File: src/cmp_mode_pkg.sv
// constants for the comparator mode and edge-interrupt configuration register
// assumes an 8-bit special function register bus on the system clock
package cmp_mode_pkg;

    // ****************************************
    // register location
    // ****************************************
    localparam logic [7:0] MODE_SELECT_ADDR = 8'h9d;
    localparam logic [3:0] MODE_SELECT_PAGE = 4'h0;

    // ****************************************
    // field positions
    // ****************************************
    localparam int RESERVED_BIT  = 7;
    localparam int UNUSED_HI_BIT = 6;
    localparam int RISE_IE_BIT   = 5;
    localparam int FALL_IE_BIT   = 4;
    localparam int UNUSED_LO_MSB = 3;
    localparam int UNUSED_LO_LSB = 2;
    localparam int MODE_MSB      = 1;
    localparam int MODE_LSB      = 0;

    // ****************************************
    // values after reset and fixed read values
    // ****************************************
    localparam logic       RESERVED_READ = 1'b1;
    localparam logic       UNUSED_READ   = 1'b0;
    localparam logic       RISE_IE_RESET = 1'b0;
    localparam logic       FALL_IE_RESET = 1'b0;
    localparam logic [1:0] MODE_RESET    = 2'h2;
    localparam logic [7:0] REG_RESET     = 8'h82;

    // speed modes, fastest first
    typedef enum logic [1:0] {
        SPEED_FASTEST,
        SPEED_MEDIUM_FAST,
        SPEED_MEDIUM_SLOW,
        SPEED_LOWEST_POWER
    } speed_mode_t;

endpackage : cmp_mode_pkg

File: src/comparator_mode_irq_config.sv
// comparator mode select register with rising and falling edge interrupt enables
// assumes the special function register bus: one access per cycle, page and
// address valid with the strobe, read data expected one cycle later
`timescale 1ns/1ps

module comparator_mode_irq_config
    import cmp_mode_pkg::*;
(
    // clock, reset and clock enable
    input  wire logic       clk,
    input  wire logic       reset,
    input  wire logic       clk_en,
    // special function register bus
    input  wire logic [3:0] sfr_page,
    input  wire logic [7:0] sfr_addr,
    input  wire logic       sfr_wr,
    input  wire logic       sfr_rd,
    input  wire logic [7:0] sfr_wdata,
    output logic      [7:0] sfr_rdata,
    output logic            sfr_rd_valid,
    // comparator side
    input  wire logic       cmp_out,
    output logic      [1:0] speed_mode_field,
    output logic            rise_irq_enable,
    output logic            fall_irq_enable,
    output logic            cmp_irq
);

    // ****************************************
    // decode
    // ****************************************
    function automatic logic reg_hit(input logic [3:0] page, input logic [7:0] addr);
        reg_hit = (page == MODE_SELECT_PAGE) && (addr == MODE_SELECT_ADDR);
    endfunction : reg_hit

    logic wr_hit;
    logic rd_hit;
    logic rise_evt;
    logic fall_evt;
    logic next_irq;
    logic [7:0] read_image;

    assign wr_hit = clk_en && sfr_wr && reg_hit(sfr_page, sfr_addr);
    assign rd_hit = clk_en && sfr_rd && reg_hit(sfr_page, sfr_addr);

    // ****************************************
    // register storage
    // ****************************************
    // only the writable fields are stored; the fixed bits cost no flops
    always_ff @(posedge clk) begin
        if (reset) begin
            rise_irq_enable <= RISE_IE_RESET;
            fall_irq_enable <= FALL_IE_RESET;
            speed_mode_field <= MODE_RESET;
        end else if (wr_hit) begin
            rise_irq_enable  <= sfr_wdata[RISE_IE_BIT];
            fall_irq_enable  <= sfr_wdata[FALL_IE_BIT];
            speed_mode_field <= sfr_wdata[MODE_MSB:MODE_LSB];
        end
    end

    // ****************************************
    // read path
    // ****************************************
    always_comb begin
        read_image = '0;
        read_image[RESERVED_BIT] = RESERVED_READ;
        read_image[UNUSED_HI_BIT] = UNUSED_READ;
        read_image[UNUSED_LO_MSB:UNUSED_LO_LSB] = {2{UNUSED_READ}};
        read_image[RISE_IE_BIT] = rise_irq_enable;
        read_image[FALL_IE_BIT] = fall_irq_enable;
        read_image[MODE_MSB:MODE_LSB] = speed_mode_field;
    end

    // read data holds until the next read of this register
    always_ff @(posedge clk) begin
        if (reset) begin
            sfr_rdata    <= 8'h00;
            sfr_rd_valid <= 1'b0;
        end else if (clk_en) begin
            sfr_rd_valid <= rd_hit;
            if (rd_hit) begin
                sfr_rdata <= read_image;
            end
        end
    end

    // ****************************************
    // edge interrupt
    // ****************************************
    cmp_edge_detect u_edge (
        .clk       (clk),
        .reset     (reset),
        .clk_en    (clk_en),
        .cmp_level (cmp_out),
        .rise_evt  (rise_evt),
        .fall_evt  (fall_evt)
    );

    // either enabled edge alone raises the request
    assign next_irq = (rise_evt && rise_irq_enable)
                   || (fall_evt && fall_irq_enable);

    // a one-cycle pulse; the interrupt controller owns the sticky flag
    always_ff @(posedge clk) begin
        if (reset) begin
            cmp_irq <= 1'b0;
        end else if (clk_en) begin
            cmp_irq <= next_irq;
        end
    end

    // ****************************************
    // checks
    // ****************************************
    a_reserved_reads_one: assert property (@(posedge clk) disable iff (reset)
        sfr_rd_valid |-> sfr_rdata[RESERVED_BIT] == 1'b1)
        else $error("reserved bit did not read as one");

    a_bit6_reads_zero: assert property (@(posedge clk) disable iff (reset)
        (wr_hit && sfr_wdata[UNUSED_HI_BIT]) ##1 (clk_en && sfr_rd && reg_hit(sfr_page, sfr_addr))
        |=> sfr_rdata[UNUSED_HI_BIT] == 1'b0)
        else $error("bit 6 did not read as zero after a write of one");

    a_low_unused_zero: assert property (@(posedge clk) disable iff (reset)
        sfr_rd_valid |-> sfr_rdata[UNUSED_LO_MSB:UNUSED_LO_LSB] == 2'h0)
        else $error("bits 3:2 did not read as zero");

    a_rise_enable_write: assert property (@(posedge clk) disable iff (reset)
        wr_hit |=> rise_irq_enable == $past(sfr_wdata[RISE_IE_BIT]))
        else $error("rise enable did not take the written value");

    a_fall_enable_write: assert property (@(posedge clk) disable iff (reset)
        wr_hit |=> fall_irq_enable == $past(sfr_wdata[FALL_IE_BIT]))
        else $error("fall enable did not take the written value");

    a_mode_write_read: assert property (@(posedge clk) disable iff (reset)
        wr_hit ##1 rd_hit |=> sfr_rd_valid && sfr_rdata[MODE_MSB:MODE_LSB] == $past(sfr_wdata[MODE_MSB:MODE_LSB], 2))
        else $error("mode field read back differs from the value written");

    a_rise_raises_irq: assert property (@(posedge clk) disable iff (reset)
        (clk_en && rise_evt && rise_irq_enable) |=> cmp_irq)
        else $error("enabled rising edge did not raise the interrupt");

    a_fall_raises_irq: assert property (@(posedge clk) disable iff (reset)
        (clk_en && fall_evt && fall_irq_enable) |=> cmp_irq)
        else $error("enabled falling edge did not raise the interrupt");

    a_irq_has_cause: assert property (@(posedge clk) disable iff (reset)
        $rose(cmp_irq) |-> $past((rise_evt && rise_irq_enable) || (fall_evt && fall_irq_enable)))
        else $error("interrupt raised without an enabled edge");

    a_reset_image: assert property (@(posedge clk)
        reset |=> speed_mode_field == MODE_RESET && !rise_irq_enable && !fall_irq_enable)
        else $error("register fields not at reset values after reset");

    // ****************************************
    // read path checks
    // ****************************************
    // the fixed bits are checked above; these make sure the answer itself is well formed

    a_read_answers: assert property (@(posedge clk) disable iff (reset)
        rd_hit
        |=> sfr_rd_valid)
        else $error("read hit gave no read answer");

    a_no_stray_answer: assert property (@(posedge clk) disable iff (reset)
        (clk_en && !rd_hit)
        |=> !sfr_rd_valid)
        else $error("read answer without a read hit");

    a_rdata_holds: assert property (@(posedge clk) disable iff (reset)
        (clk_en && !rd_hit)
        |=> $stable(sfr_rdata))
        else $error("read data changed without a read hit");

    a_enables_read_back: assert property (@(posedge clk) disable iff (reset)
        rd_hit
        |=> sfr_rdata[RISE_IE_BIT] == $past(rise_irq_enable)
            && sfr_rdata[FALL_IE_BIT] == $past(fall_irq_enable))
        else $error("read data enables differ from the stored enables");

    // ****************************************
    // isolation, freeze and interrupt masking checks
    // ****************************************
    // a foreign write that leaked into the fields would silently retune the comparator

    a_foreign_write_ignored: assert property (@(posedge clk) disable iff (reset)
        (clk_en && sfr_wr && !reg_hit(sfr_page, sfr_addr))
        |=> $stable(speed_mode_field) && $stable(rise_irq_enable) && $stable(fall_irq_enable))
        else $error("write to another register changed the fields");

    a_freeze_fields: assert property (@(posedge clk) disable iff (reset)
        !clk_en
        |=> $stable(speed_mode_field) && $stable(rise_irq_enable) && $stable(fall_irq_enable))
        else $error("fields changed while the clock enable was low");

    a_freeze_irq: assert property (@(posedge clk) disable iff (reset)
        !clk_en
        |=> $stable(cmp_irq))
        else $error("interrupt changed while the clock enable was low");

    a_no_irq_disabled: assert property (@(posedge clk) disable iff (reset)
        (clk_en && !rise_irq_enable && !fall_irq_enable)
        |=> !cmp_irq)
        else $error("interrupt raised with both enables low");

    a_rise_masked: assert property (@(posedge clk) disable iff (reset)
        (clk_en && rise_evt && !rise_irq_enable)
        |=> !cmp_irq)
        else $error("disabled rising edge raised the interrupt");

    a_fall_masked: assert property (@(posedge clk) disable iff (reset)
        (clk_en && fall_evt && !fall_irq_enable)
        |=> !cmp_irq)
        else $error("disabled falling edge raised the interrupt");

endmodule : comparator_mode_irq_config

File: src/cmp_edge_detect.sv
// synchroniser and edge detector for the asynchronous comparator output
// assumes the comparator level may change at any time relative to clk
`timescale 1ns/1ps

module cmp_edge_detect (
    // clock and reset
    input  wire logic clk,
    input  wire logic reset,
    input  wire logic clk_en,
    // comparator level from the analog side
    input  wire logic cmp_level,
    // one-cycle edge indications, valid while clk_en is high
    output logic      rise_evt,
    output logic      fall_evt
);

    logic sync_first;
    logic sync_second;
    logic level_last;

    // the first stage feeds only the second; edges are seen on stages two and three
    always_ff @(posedge clk) begin
        if (reset) begin
            sync_first  <= 1'b0;
            sync_second <= 1'b0;
            level_last  <= 1'b0;
        end else if (clk_en) begin
            sync_first  <= cmp_level;
            sync_second <= sync_first;
            level_last  <= sync_second;
        end
    end

    assign rise_evt = sync_second & ~level_last;
    assign fall_evt = ~sync_second & level_last;

endmodule : cmp_edge_detect

File: config.mk
export PLATFORM = sky130hd
export DESIGN_NAME = comparator_mode_irq_config
export DESIGN_NICKNAME = d
export VERILOG_FILES = /design/src/cmp_mode_pkg.sv /design/src/comparator_mode_irq_config.sv /design/src/cmp_edge_detect.sv
export SDC_FILE = /design/constraint.sdc
export NUM_CORES = 1
export LEC_CHECK = 0
export ABC_AREA = 1
export ABC_CLOCK_PERIOD_IN_PS = 1300
export BUFFER_PORTS_ARGS = -buffer_cell sky130_fd_sc_hd__buf_2
export CORE_MARGIN = 8
export CORE_UTILIZATION = 43
export DETAILED_ROUTE_END_ITERATION = 7
export PLACE_DENSITY = 0.79
export SLEW_MARGIN = 20
export SYNTH_ARGS = -nofsm -noshare
export SYNTH_HDL_FRONTEND = slang
export SYNTH_SLANG_ARGS = --single-unit
File: constraint.sdc
create_clock -name clk -period 1.3 [get_ports clk]
set_clock_uncertainty 0.1 [all_clocks]
set_input_delay 0.195 -clock clk [delete_from_list [all_inputs] [get_ports clk]]
set_output_delay 0.195 -clock clk [all_outputs]
set_load 0.01 [all_outputs]
Word level (Yosys, flattened, before mapping). Cells that the tools add are included.

Logic and storage cells: 24. Register bits: 14. Output and inout port bits: 14. Input port bits: 26.

Bitwise logic cells: 4. Eq/ne operators: 1. Reductions and logical operators: 10.

Operators by type and width (count): 8-bit == test (second input constant) (1); 1-bit logical AND (7); 4-bit zero test (1); 1-bit AND (2); 1-bit NOT (2); 2-bit AND reduction (1); 1-bit logical OR (1).

Longest topological paths before layout. Gate-level depths: netlist (run 1).

Depth after elaboration: 4. Mapped depth: 7. Gate-level depth less buffers: 7.

Modules after synthesis. Synthesis (run 1) repeated with hierarchy kept, for this count alone.

Cells, all modules: 122. Area, all modules: 779.5 um^2.

Modules (own cells, without submodules): comparator_mode_irq_config (sequential area each 220.2 um^2, area an instance 648.1 um^2, instances 1, cells each 100); cmp_edge_detect (sequential area each 60.1 um^2, area an instance 131.4 um^2, instances 1, cells each 22).

Worst setup path after synthesis (run 1). No wires, ideal clock.

Path kind: input port to flip-flop. Start point: input sfr_addr[5]. End point: register speed_mode_field[1]. Arrival time: 0.760 ns. Stages on the path: 6. Library setup time: 0.125 ns. Path slack: 0.315 ns. Path buffers: 0. Data required time: 1.075 ns. Cell sequence: inv_1 > nand2_1 > nor2_2 > nand3_4 > o21ai_0 > nand3_1.

Word-level cells in the longest chain between the ends: 3.

RTL lines: start: declaration (line comparator_mode_irq_config.sv:15) `input wire logic [7:0] sfr_addr,`; 8-bit == test (line comparator_mode_irq_config.sv:33) `reg_hit = (page == MODE_SELECT_PAGE) && (addr == MODE_SELECT_ADDR);`; 1-bit logical AND (line comparator_mode_irq_config.sv:33); 1-bit logical AND (line comparator_mode_irq_config.sv:43) `assign wr_hit = clk_en && sfr_wr && reg_hit(sfr_page, sfr_addr);`; end signal: assignment (line comparator_mode_irq_config.sv:58) `speed_mode_field <= sfr_wdata[MODE_MSB:MODE_LSB];`; end: declaration (line comparator_mode_irq_config.sv:23) `output logic [1:0] speed_mode_field,`.

No other way between the ends. A chain may end at the register's enable or synchronous reset.

==> results of run 1 <==
[worst paths after layout]
| kind | start | to | slack [ns] |
|---|---|---|---|
| max reg2reg | rise_irq_enable | cmp_irq | 0.36 |
| max | reset | u_edge.sync_second | 0.10 |
| min | cmp_out | u_edge.sync_first | 0.04 |
| min reg2reg | sfr_rd_valid | sfr_rd_valid | 0.38 |
[registers in the layout (all words and copies together), names as in the netlist]
register and count:
u_edge.level_last 1, rise_irq_enable 1, fall_irq_enable 1, sfr_rd_valid 1, u_edge.sync_first 1, cmp_irq 1, sfr_rdata 5, u_edge.sync_second 1
speed_mode_field 2
[cells in the final DEF (no fill, tap or decap)]
cell and count:
nor2_1 22, dfxtp_1 14, nor2_8 1, clkbuf_4 3, inv_1 21, a21oi_1 2
o211ai_1 1, nand4_1 8, nor2_2 4, a21oi_2 1, nand2_2 2, dlygate4sd3_1 1
clkbuf_8 1, buf_2 32, nand3_2 1, clkinvlp_4 1, inv_2 1, o21ai_0 4
nand3_1 3, nand3_4 1, nand2_1 20, conb_1 3, nor2_4 2
[report_power, final]
group / switching (mW) / internal, mW
sequential: 0.00403 / 0.436
combinational: 0.0667 / 0.0444
clock: 0.145 / 0.171
total: 0.216 / 0.651
[kinds of logic after synthesis]
logic type,share of synthesized area (%)
AND/OR/NAND/NOR,42.37
buffers and inverters,15.25
flip-flops,35.96
AO/OA/AOI/OAI,5.940
other,0.4811
[layout make-up]
type	instances	area, µm²	share of cell area (%)
Tap cell	25	31.28	3.141
Multi-Input combinational cell	75	387.9	38.94
Clock buffer	4	36.28	3.643
Sequential cell	14	280.3	28.14
Timing Repair Buffer	33	170.2	17.09
Inverter	23	90.09	9.045
[repair_timing]
item                                    4_1_cts  5_1_grt
endpoints found under the setup margin        0        3
hold endpoints to repair                      2        0
resized for setup                             0        1
hold buffers                                  1        0
[layer usage]
| layer | part of all wire (%) | wire length (µm) | GRT usage, % |
|---|---|---|---|
| met1 | 40 | 744 | 12.94 |
| met3 | 4.9 | 92 | 2.826 |
| met2 | 53 | 988 | 21.26 |
| met4 | 1.9 | 36 | 6.143 |
| met5 | 0 | 0 | 0 |
[worst max-delay path, cell delays in order]
cell and delay, ns:
dlygate4sd3_1 0.53, buf_2 0.15, clkinvlp_4 0.19, o21ai_0 0.14, a21oi_1 0.06
[per-stage QoR]
| stage | worst slack (ns) | cell area, µm² | total power, mW | std cells | hold WS [ns] |
|---|---|---|---|---|---|
| 4_1_cts | 0.01672 | 992.2 | 0.8716 | 174 | 0.03724 |
| 6_report | 0.1000 | 996.0 | 0.8669 | 174 | 0.03843 |
| 3_3_place_gp | 0.1377 | 945.9 | 0.5519 | 169 | 0.2833 |
| 3_5_place_dp | 0.1032 | 945.9 | 0.5572 | 169 | 0.2862 |
| 5_1_grt | 0.06012 | 996.0 | 0.9065 | 174 | 0.08362 |
| 2_1_floorplan | 0.3152 | 787.0 | 0.5186 | 117 | 0.1574 |
==> key figures, run 1 <==
Run status
  – Status: finished, final reports clean

Synthesis
  – Top cells by count, synth: inv_1 (22), nor2_1 (22), nand2_1 (20)
  – Leading area contributor after synthesis: dfxtp_1
  – Cell count after synthesis: 115
  – Cell area after synthesis: 779.5 µm²
  – Ys flop type: dfxtp_1
  – Number of synthesized flops with an enable pin: 0
  – Top-area cell type share of the netlist area: 35.96%
  – Most area-consuming cells after synthesis: dfxtp_1 (36%), inv_1 (11%), nor2_1 (11%)
  – Register area share after synthesis: 35.96%
  – Seq cells post-synth: 14
  – Syn Area/Cell: 6.778 µm²
  – YS warnings: 0
  – Asr flop ratio synth: 0%
  – Yosys cell types: 20

GRT
  – Global-route wire length before repair: 3.298 mm
  – Gr usage total: 12.00%
  – Vias in the first global route: 801
  – Final global-route overflow total: 0
  – Initial antenna violation count: 0
  – Pin count of the biggest net entering global routing: 13

Floorplan
  – Die height: 58.58 µm
  – Row cnt: 15
  – Starting Density: 45.64%
  – Placeable Area: 0.001708 mm²
  – Io pins: 40
  – Die W: 58.58 µm
  – Total die area: 0.003431 mm²

Min path
  – Hold path depth: 3
  – HP Class: in2reg

Timing
  – Slew Limit Fails: 0
  – Fin. Hold Viols: 0
  – Final worst-path cycle share: 92.31%
  – Setup TNS: 0 ns
  – Final setup viols: 0
  – Min Tclk post-route: 1.200 ns
  – Unrepaired setup endpoints after global routing: no
  – Achievable Freq: 833.3 MHz

Route
  – Routed WL per cell: 10.70 µm
  – ANT nets after route: 0
  – # DRC: 0
  – Detailed Routing Iterations Pass 1: 4
  – Total number of vias: 788
  – DRT Wirelength: 1.862 mm
  – Initial DRC Count: 15
  – Via density: 4.529

Clock network
  – CTS tree: yes
  – Clock Sinks: 14
  – Postcts setup bufs: 0
  – CTS Buf Count: 3
  – Root buf cell: clkbuf_4
  – Clk Latency, worst-skew pair: 0.28 ns
  – H-Tree Depth: 1
  – Worst-path clk slew: 0.08 ns
  – Max Root-Sink Buffers: 2

Critical path
  – R2R depth: 6
  – Crit path DAT: 1.27 ns
  – Worst EP required: 1.37 ns
  – Critical path type: in2reg
  – Worst-path maximum fanout: 12
  – Endpoint class of the critical path: register
  – CP Launch Type: primary input

Placement
  – Routability congestion estimate: 0.7813
  – I/O Buffers: 32
  – HPWL after DPL: 1.532 mm

Layout
  – Fillers: 168
  – Antenna diodes: 0
  – Synth-to-layout area growth: 27.77%
  – Post-layout util: 58.32%
  – Final net count: 176
  – Share of cells above drive strength 1: 33.56%

Pwr
  – Max VDD drop: 0.0005758 V
  – Pwr dens: 870.4 mW/mm²
  – Leakage: 0.5347 nW

Job
  – Max_cap viols: 0
Power figures use the tool's default switching activity.
==> run 2, diff against run 1 <==
Settings changed: BUFFER_PORTS_ARGS -buffer_cell sky130_fd_sc_hd__buf_2 to -buffer_cell sky130_fd_sc_hd__buf_4.
==> run 2 against run 1 <==
Compared with the run above:
- clock power down 3%
- first-iteration DRC count fell by 20%
- sequential cell count is the same
- critical path type unchanged
- critical endpoint is now cmp_irq
- largest cell class unchanged
- largest power group unchanged
==> key figures, run 2 (synthesized netlist as in run 1, its figures left out) <==
GRT
  – Vias in the first global route: 775
  – Initial antenna violation count: 0
  – Met1 usage: 10.88%
  – Gr busiest metal: met2
  – Gr usage total: 11.71%
  – Met2 Use GR: 21.89%
  – Final global-route overflow total: 0
  – Met3 GRT Util: 5.652%
  – Global-route wire length before repair: 3.160 mm
  – Pin count of the biggest net entering global routing: 13

Route
  – Initial DRC Count: 12
  – ANT nets after route: 0
  – DRT Wirelength: 1.832 mm
  – Detailed Routing Iterations Pass 1: 4
  – Total number of vias: 776
  – # DRC: 0
  – Via density: 4.460
  – Routed WL per cell: 10.53 µm

Pwr
  – Leakage: 0.5537 nW
  – Pwr dens: 814.9 mW/mm²
  – Max VDD drop: 0.0008197 V
  – Post-layout power: 0.8768 mW

Critical path
  – Setup crit start: reset
  – Critical path type: in2reg
  – CP Launch Type: primary input
  – Crit path DAT: 1.27 ns
  – R2r startpoint: rise_irq_enable
  – Endpoint class of the critical path: register
  – Worst EP required: 1.38 ns
  – Worst-path maximum fanout: 12

Layout
  – Design area: 0.001076 mm²
  – Register Area: 280.3 µm²
  – Synth-to-layout area growth: 38.04%
  – Largest register FFs: 5
  – Largest reg by FF count: sfr_rdata
  – Commonest cells after routing, fill and taps aside: buf_4 (32), nor2_1 (22), inv_1 (21)
  – Antenna diodes: 0
  – Final net count: 176
  – Fillers: 168
  – Share of cells above drive strength 1: 33.56%
  – Most common cell after layout, fill and taps aside: buf_4
  – Area of the multi-input gates: 387.9 µm²
  – Top Registers: sfr_rdata: 5 flops, speed_mode_field: 2 flops

Job
  – Max_cap viols: 0

Floorplan
  – Total die area: 0.003431 mm²
  – Placeable Area: 0.001708 mm²
  – Starting Density: 45.64%
  – Die W: 58.58 µm
  – Row cnt: 15
  – Die height: 58.58 µm
  – Io pins: 40

Min path
  – HP Class: in2reg
  – Worst Min Path Start: cmp_out

Placement
  – HPWL after DPL: 1.556 mm
  – Worst slack, placed: 0.1068 ns
  – I/O Buffers: 32
  – Area of placed instances: 0.001026 mm²
  – Routability congestion estimate: 0.7819

Timing
  – Setup TNS: 0 ns
  – Slew Limit Fails: 0
  – Final worst-path cycle share: 91.84%
  – Fin. Hold Viols: 0
  – Achievable Freq: 837.6 MHz
  – Unrepaired setup endpoints after global routing: no
  – Fin worst setup slack: 0.1061 ns
  – Hold slack: 0.04067 ns
  – Min Tclk post-route: 1.194 ns
  – Final setup viols: 0

Clock network
  – Postcts setup bufs: 0
  – Clk Latency, worst-skew pair: 0.28 ns
  – CTS Buf Count: 3
  – Clock Sinks: 14
  – Max Root-Sink Buffers: 2
  – Worst-path clk slew: 0.08 ns
  – CTS tree: yes
  – Root buf cell: clkbuf_4
  – H-Tree Depth: 1

Run status
  – Status: finished, final reports clean
-- run 2: cell counts in the layout (fill, tap and decap cells not counted) --
Identical to the previous run, type by type.
-- run 2: through the flow --
step / instances / utilization, %
after floorplan: 117 / -
after global placement: 169 / 60.07
after detailed placement: 169 / 60.07
after CTS: 174 / 62.78
after global routing: 174 / 63.00
final: 174 / 63.00
-- run 2: area by class of cell --
cell class                 instances  area share, %
multi-input combinational         75          36.05
sequential                        14          26.05
timing repair buffer              33          23.26
inverter                          23          8.372
clock buffer                       4          3.372
tap                               25          2.907
-- run 2: timing repair --
| item | in CTS | in global routing |
|---|---|---|
| endpoints found under the hold margin | 2 | 0 |
| setup endpoints to repair | 0 | 5 |
| resized for setup | 0 | 1 |
| hold buffers | 1 | 0 |
-- run 2: final timing paths --
kind                                     endpoint  slack [ns]  cells past startpoint
worst max-delay path                      cmp_irq        0.11                      5
worst min-delay path            u_edge.sync_first        0.04                      3
worst max register to register            cmp_irq        0.36                      6
worst min register to register       sfr_rd_valid        0.38                      2
-- run 2: report_power, final --
group / switching, mW / total [mW] / internal (mW) / leakage, nW
clock network: 0.138 / 0.308 / 0.170 / 0.0210
registers: 0.00414 / 0.440 / 0.436 / 0.114
logic: 0.0658 / 0.129 / 0.0628 / 0.419
-- run 2: critical path, cell delays in order --
cell and delay, ns:
dlygate4sd3_1 0.55, buf_4 0.14, clkinvlp_4 0.19, o211ai_1 0.15
inv_1 0.05
-- run 2: per-layer routing --
layer  vias up  part of all wire (%)  wire, µm
li1        413                     -         -
met3         2                   6.4       118
met4         0                  0.66        12
met1       345                    37       686
met2        16                    55      1015
met5         -                     0         0
==> run 3, diff against run 2 <==
Settings changed: GPL_TIMING_DRIVEN set to 0, PLACE_DENSITY 0.79 to unset, PLACE_DENSITY_LB_ADDON set to 0.2.
==> run 3 against run 2 <==
Compared with the run above:
- hold slack improved by 0.0022 ns
- count of clock-buffer cells in the layout is the same
- cell count grew 2.3%
- sequential power about the same
- worst setup slack got worse by 0.012 ns
- largest cell class unchanged
- highest routed layer unchanged
==> key figures, run 3 (synthesized netlist as in run 1, its figures left out) <==
Run status
  – Status: finished, final reports clean

Min path
  – HP Class: in2reg
  – Hold path depth: 3

Route
  – ANT nets after route: 0
  – Total number of vias: 759
  – Top layer in use: met4
  – DRT Wirelength: 1.853 mm
  – # DRC: 0
  – WL met2: 912 µm
  – Detailed Routing Iterations Pass 1: 4
  – Initial DRC Count: 9
  – Routed WL per cell: 10.41 µm
  – WL met3: 117 µm
  – M1 WL: 811 µm
  – Via density: 4.264

Layout
  – Largest register FFs: 5
  – Share of cells above drive strength 1: 34.64%
  – Top Registers: sfr_rdata: 5 flops, speed_mode_field: 2 flops
  – Final net count: 180
  – Synth-to-layout area growth: 41.09%
  – Fillers: 161
  – Most common cell after layout, fill and taps aside: buf_4
  – Largest reg by FF count: sfr_rdata
  – Commonest cells after routing, fill and taps aside: buf_4 (34), inv_1 (22), nor2_1 (22)
  – Antenna diodes: 0

Clock network
  – Clk Latency, worst-skew pair: 0.28 ns
  – Root buf cell: clkbuf_4
  – Clock Sinks: 14
  – Postcts setup bufs: 0
  – CTS Buf Count: 3
  – CTS tree: yes
  – H-Tree Depth: 1
  – Max Root-Sink Buffers: 2
  – Worst-path clk slew: 0.08 ns

Floorplan
  – Row cnt: 15
  – Die height: 58.58 µm
  – Total die area: 0.003431 mm²
  – Die W: 58.58 µm
  – Starting Density: 45.64%
  – Placeable Area: 0.001708 mm²
  – Io pins: 40

Timing
  – Fin worst setup slack: 0.09447 ns
  – Setup TNS: 0 ns
  – Final worst-path cycle share: 92.73%
  – Achievable Freq: 829.5 MHz
  – Final setup viols: 0
  – Min Tclk post-route: 1.206 ns
  – Fin. Hold Viols: 0
  – Slew Limit Fails: 0
  – Unrepaired setup endpoints after global routing: no

Critical path
  – Crit-path cells: dlygate4sd3_1 -> buf_4 -> inv_1 -> clkbuf_4 -> o21ai_0 -> nor2_1
  – Worst path max stage delay: 0.54 ns
  – Worst EP required: 1.42 ns
  – Worst-path maximum fanout: 10
  – Critical path type: in2reg
  – Crit path DAT: 1.33 ns
  – Top delay family on crit path: buffers and inverters
  – Instance count on the critical path: 6
  – Endpoint class of the critical path: register
  – R2R depth: 6
  – CP Launch Type: primary input
  – CP bufs+invs: 4
  – Slowest-stage cell, CP: dlygate4sd3_1

Placement
  – I/O Buffers: 31
  – HPWL after DPL: 1.588 mm
  – Worst slack, placed: 0.05918 ns
  – Routability congestion estimate: 0.7413

GRT
  – Initial antenna violation count: 0
  – Vias in the first global route: 760
  – Final global-route overflow total: 0
  – Pin count of the biggest net entering global routing: 11
  – Gr usage total: 11.58%
  – Global-route wire length before repair: 3.146 mm

Pwr
  – Max VDD drop: 0.0007790 V
  – Pwr dens: 805.5 mW/mm²
  – Leakage: 0.5790 nW

Job
  – Max_cap viols: 0
## run 3: changes by cell type in the layout (fill, tap and decap cells not counted)
cell | previous run | this run
buf_2 | 0 | 1
buf_4 | 32 | 34
clkbuf_4 | 3 | 4
clkinvlp_4 | 1 | 0
inv_1 | 21 | 22
## run 3: worst paths after layout
kind / start / endpoint / slack (ns)
worst max-delay path: reset / u_edge.sync_first / 0.09
worst min register to register: sfr_rdata[7] / sfr_rdata[7] / 0.37
worst min-delay path: cmp_out / u_edge.sync_first / 0.04
worst max register to register: rise_irq_enable / cmp_irq / 0.39
## run 3: stage by stage
stage          hold WS (ns)  power [mW]  instances  area, µm²  utilization [%]
2_1_floorplan        0.1574      0.5186        117      787.0                -
3_3_place_gp         0.2727      0.5785        173       1051            61.54
3_5_place_dp         0.2742      0.5831        173       1051            61.54
4_1_cts             0.03673      0.8931        178       1097            64.25
5_1_grt             0.04094      0.9207        178       1100            64.40
6_report            0.04284      0.8859        178       1100            64.40
## run 3: worst register-to-register path, cell delays in order (launching register included)
cell and delay, ns:
dfxtp_1 0.36, inv_1 0.07, nor2_1 0.08, nand2_1 0.05
nand3_1 0.06, o211ai_1 0.09, inv_1 0.06
## run 3: layer usage
layer	track usage, %	up-vias
li1	-	422
met1	11.75	316
met2	21.26	19
met3	4.783	2
met4	3.072	0
met5	0	-
## run 3: timing repair
item / CTS / global route
gates resized for setup: 0 / 1
hold buffers: 1 / 0
hold endpoints to repair: 2 / 0
endpoints found under the setup margin: 0 / 3
## run 3: final cells by class
type                            count  area, µm²  share of cell area (%)
Sequential cell                    14      280.3                   25.48
Buffer                              5      35.03                   3.185
Tap cell                           25      31.28                   2.844
Timing Repair Buffer               32      242.7                   22.07
Clock buffer                        4      36.28                   3.299
Multi-Input combinational cell     75      387.9                   35.27
Inverter                           23      86.33                   7.850
## run 3: power breakdown
group | total [mW] | switching, mW | internal, mW
Combinational | 0.136 | 0.0674 | 0.0690
Sequential | 0.440 | 0.00364 | 0.436
Clock | 0.310 | 0.139 | 0.170
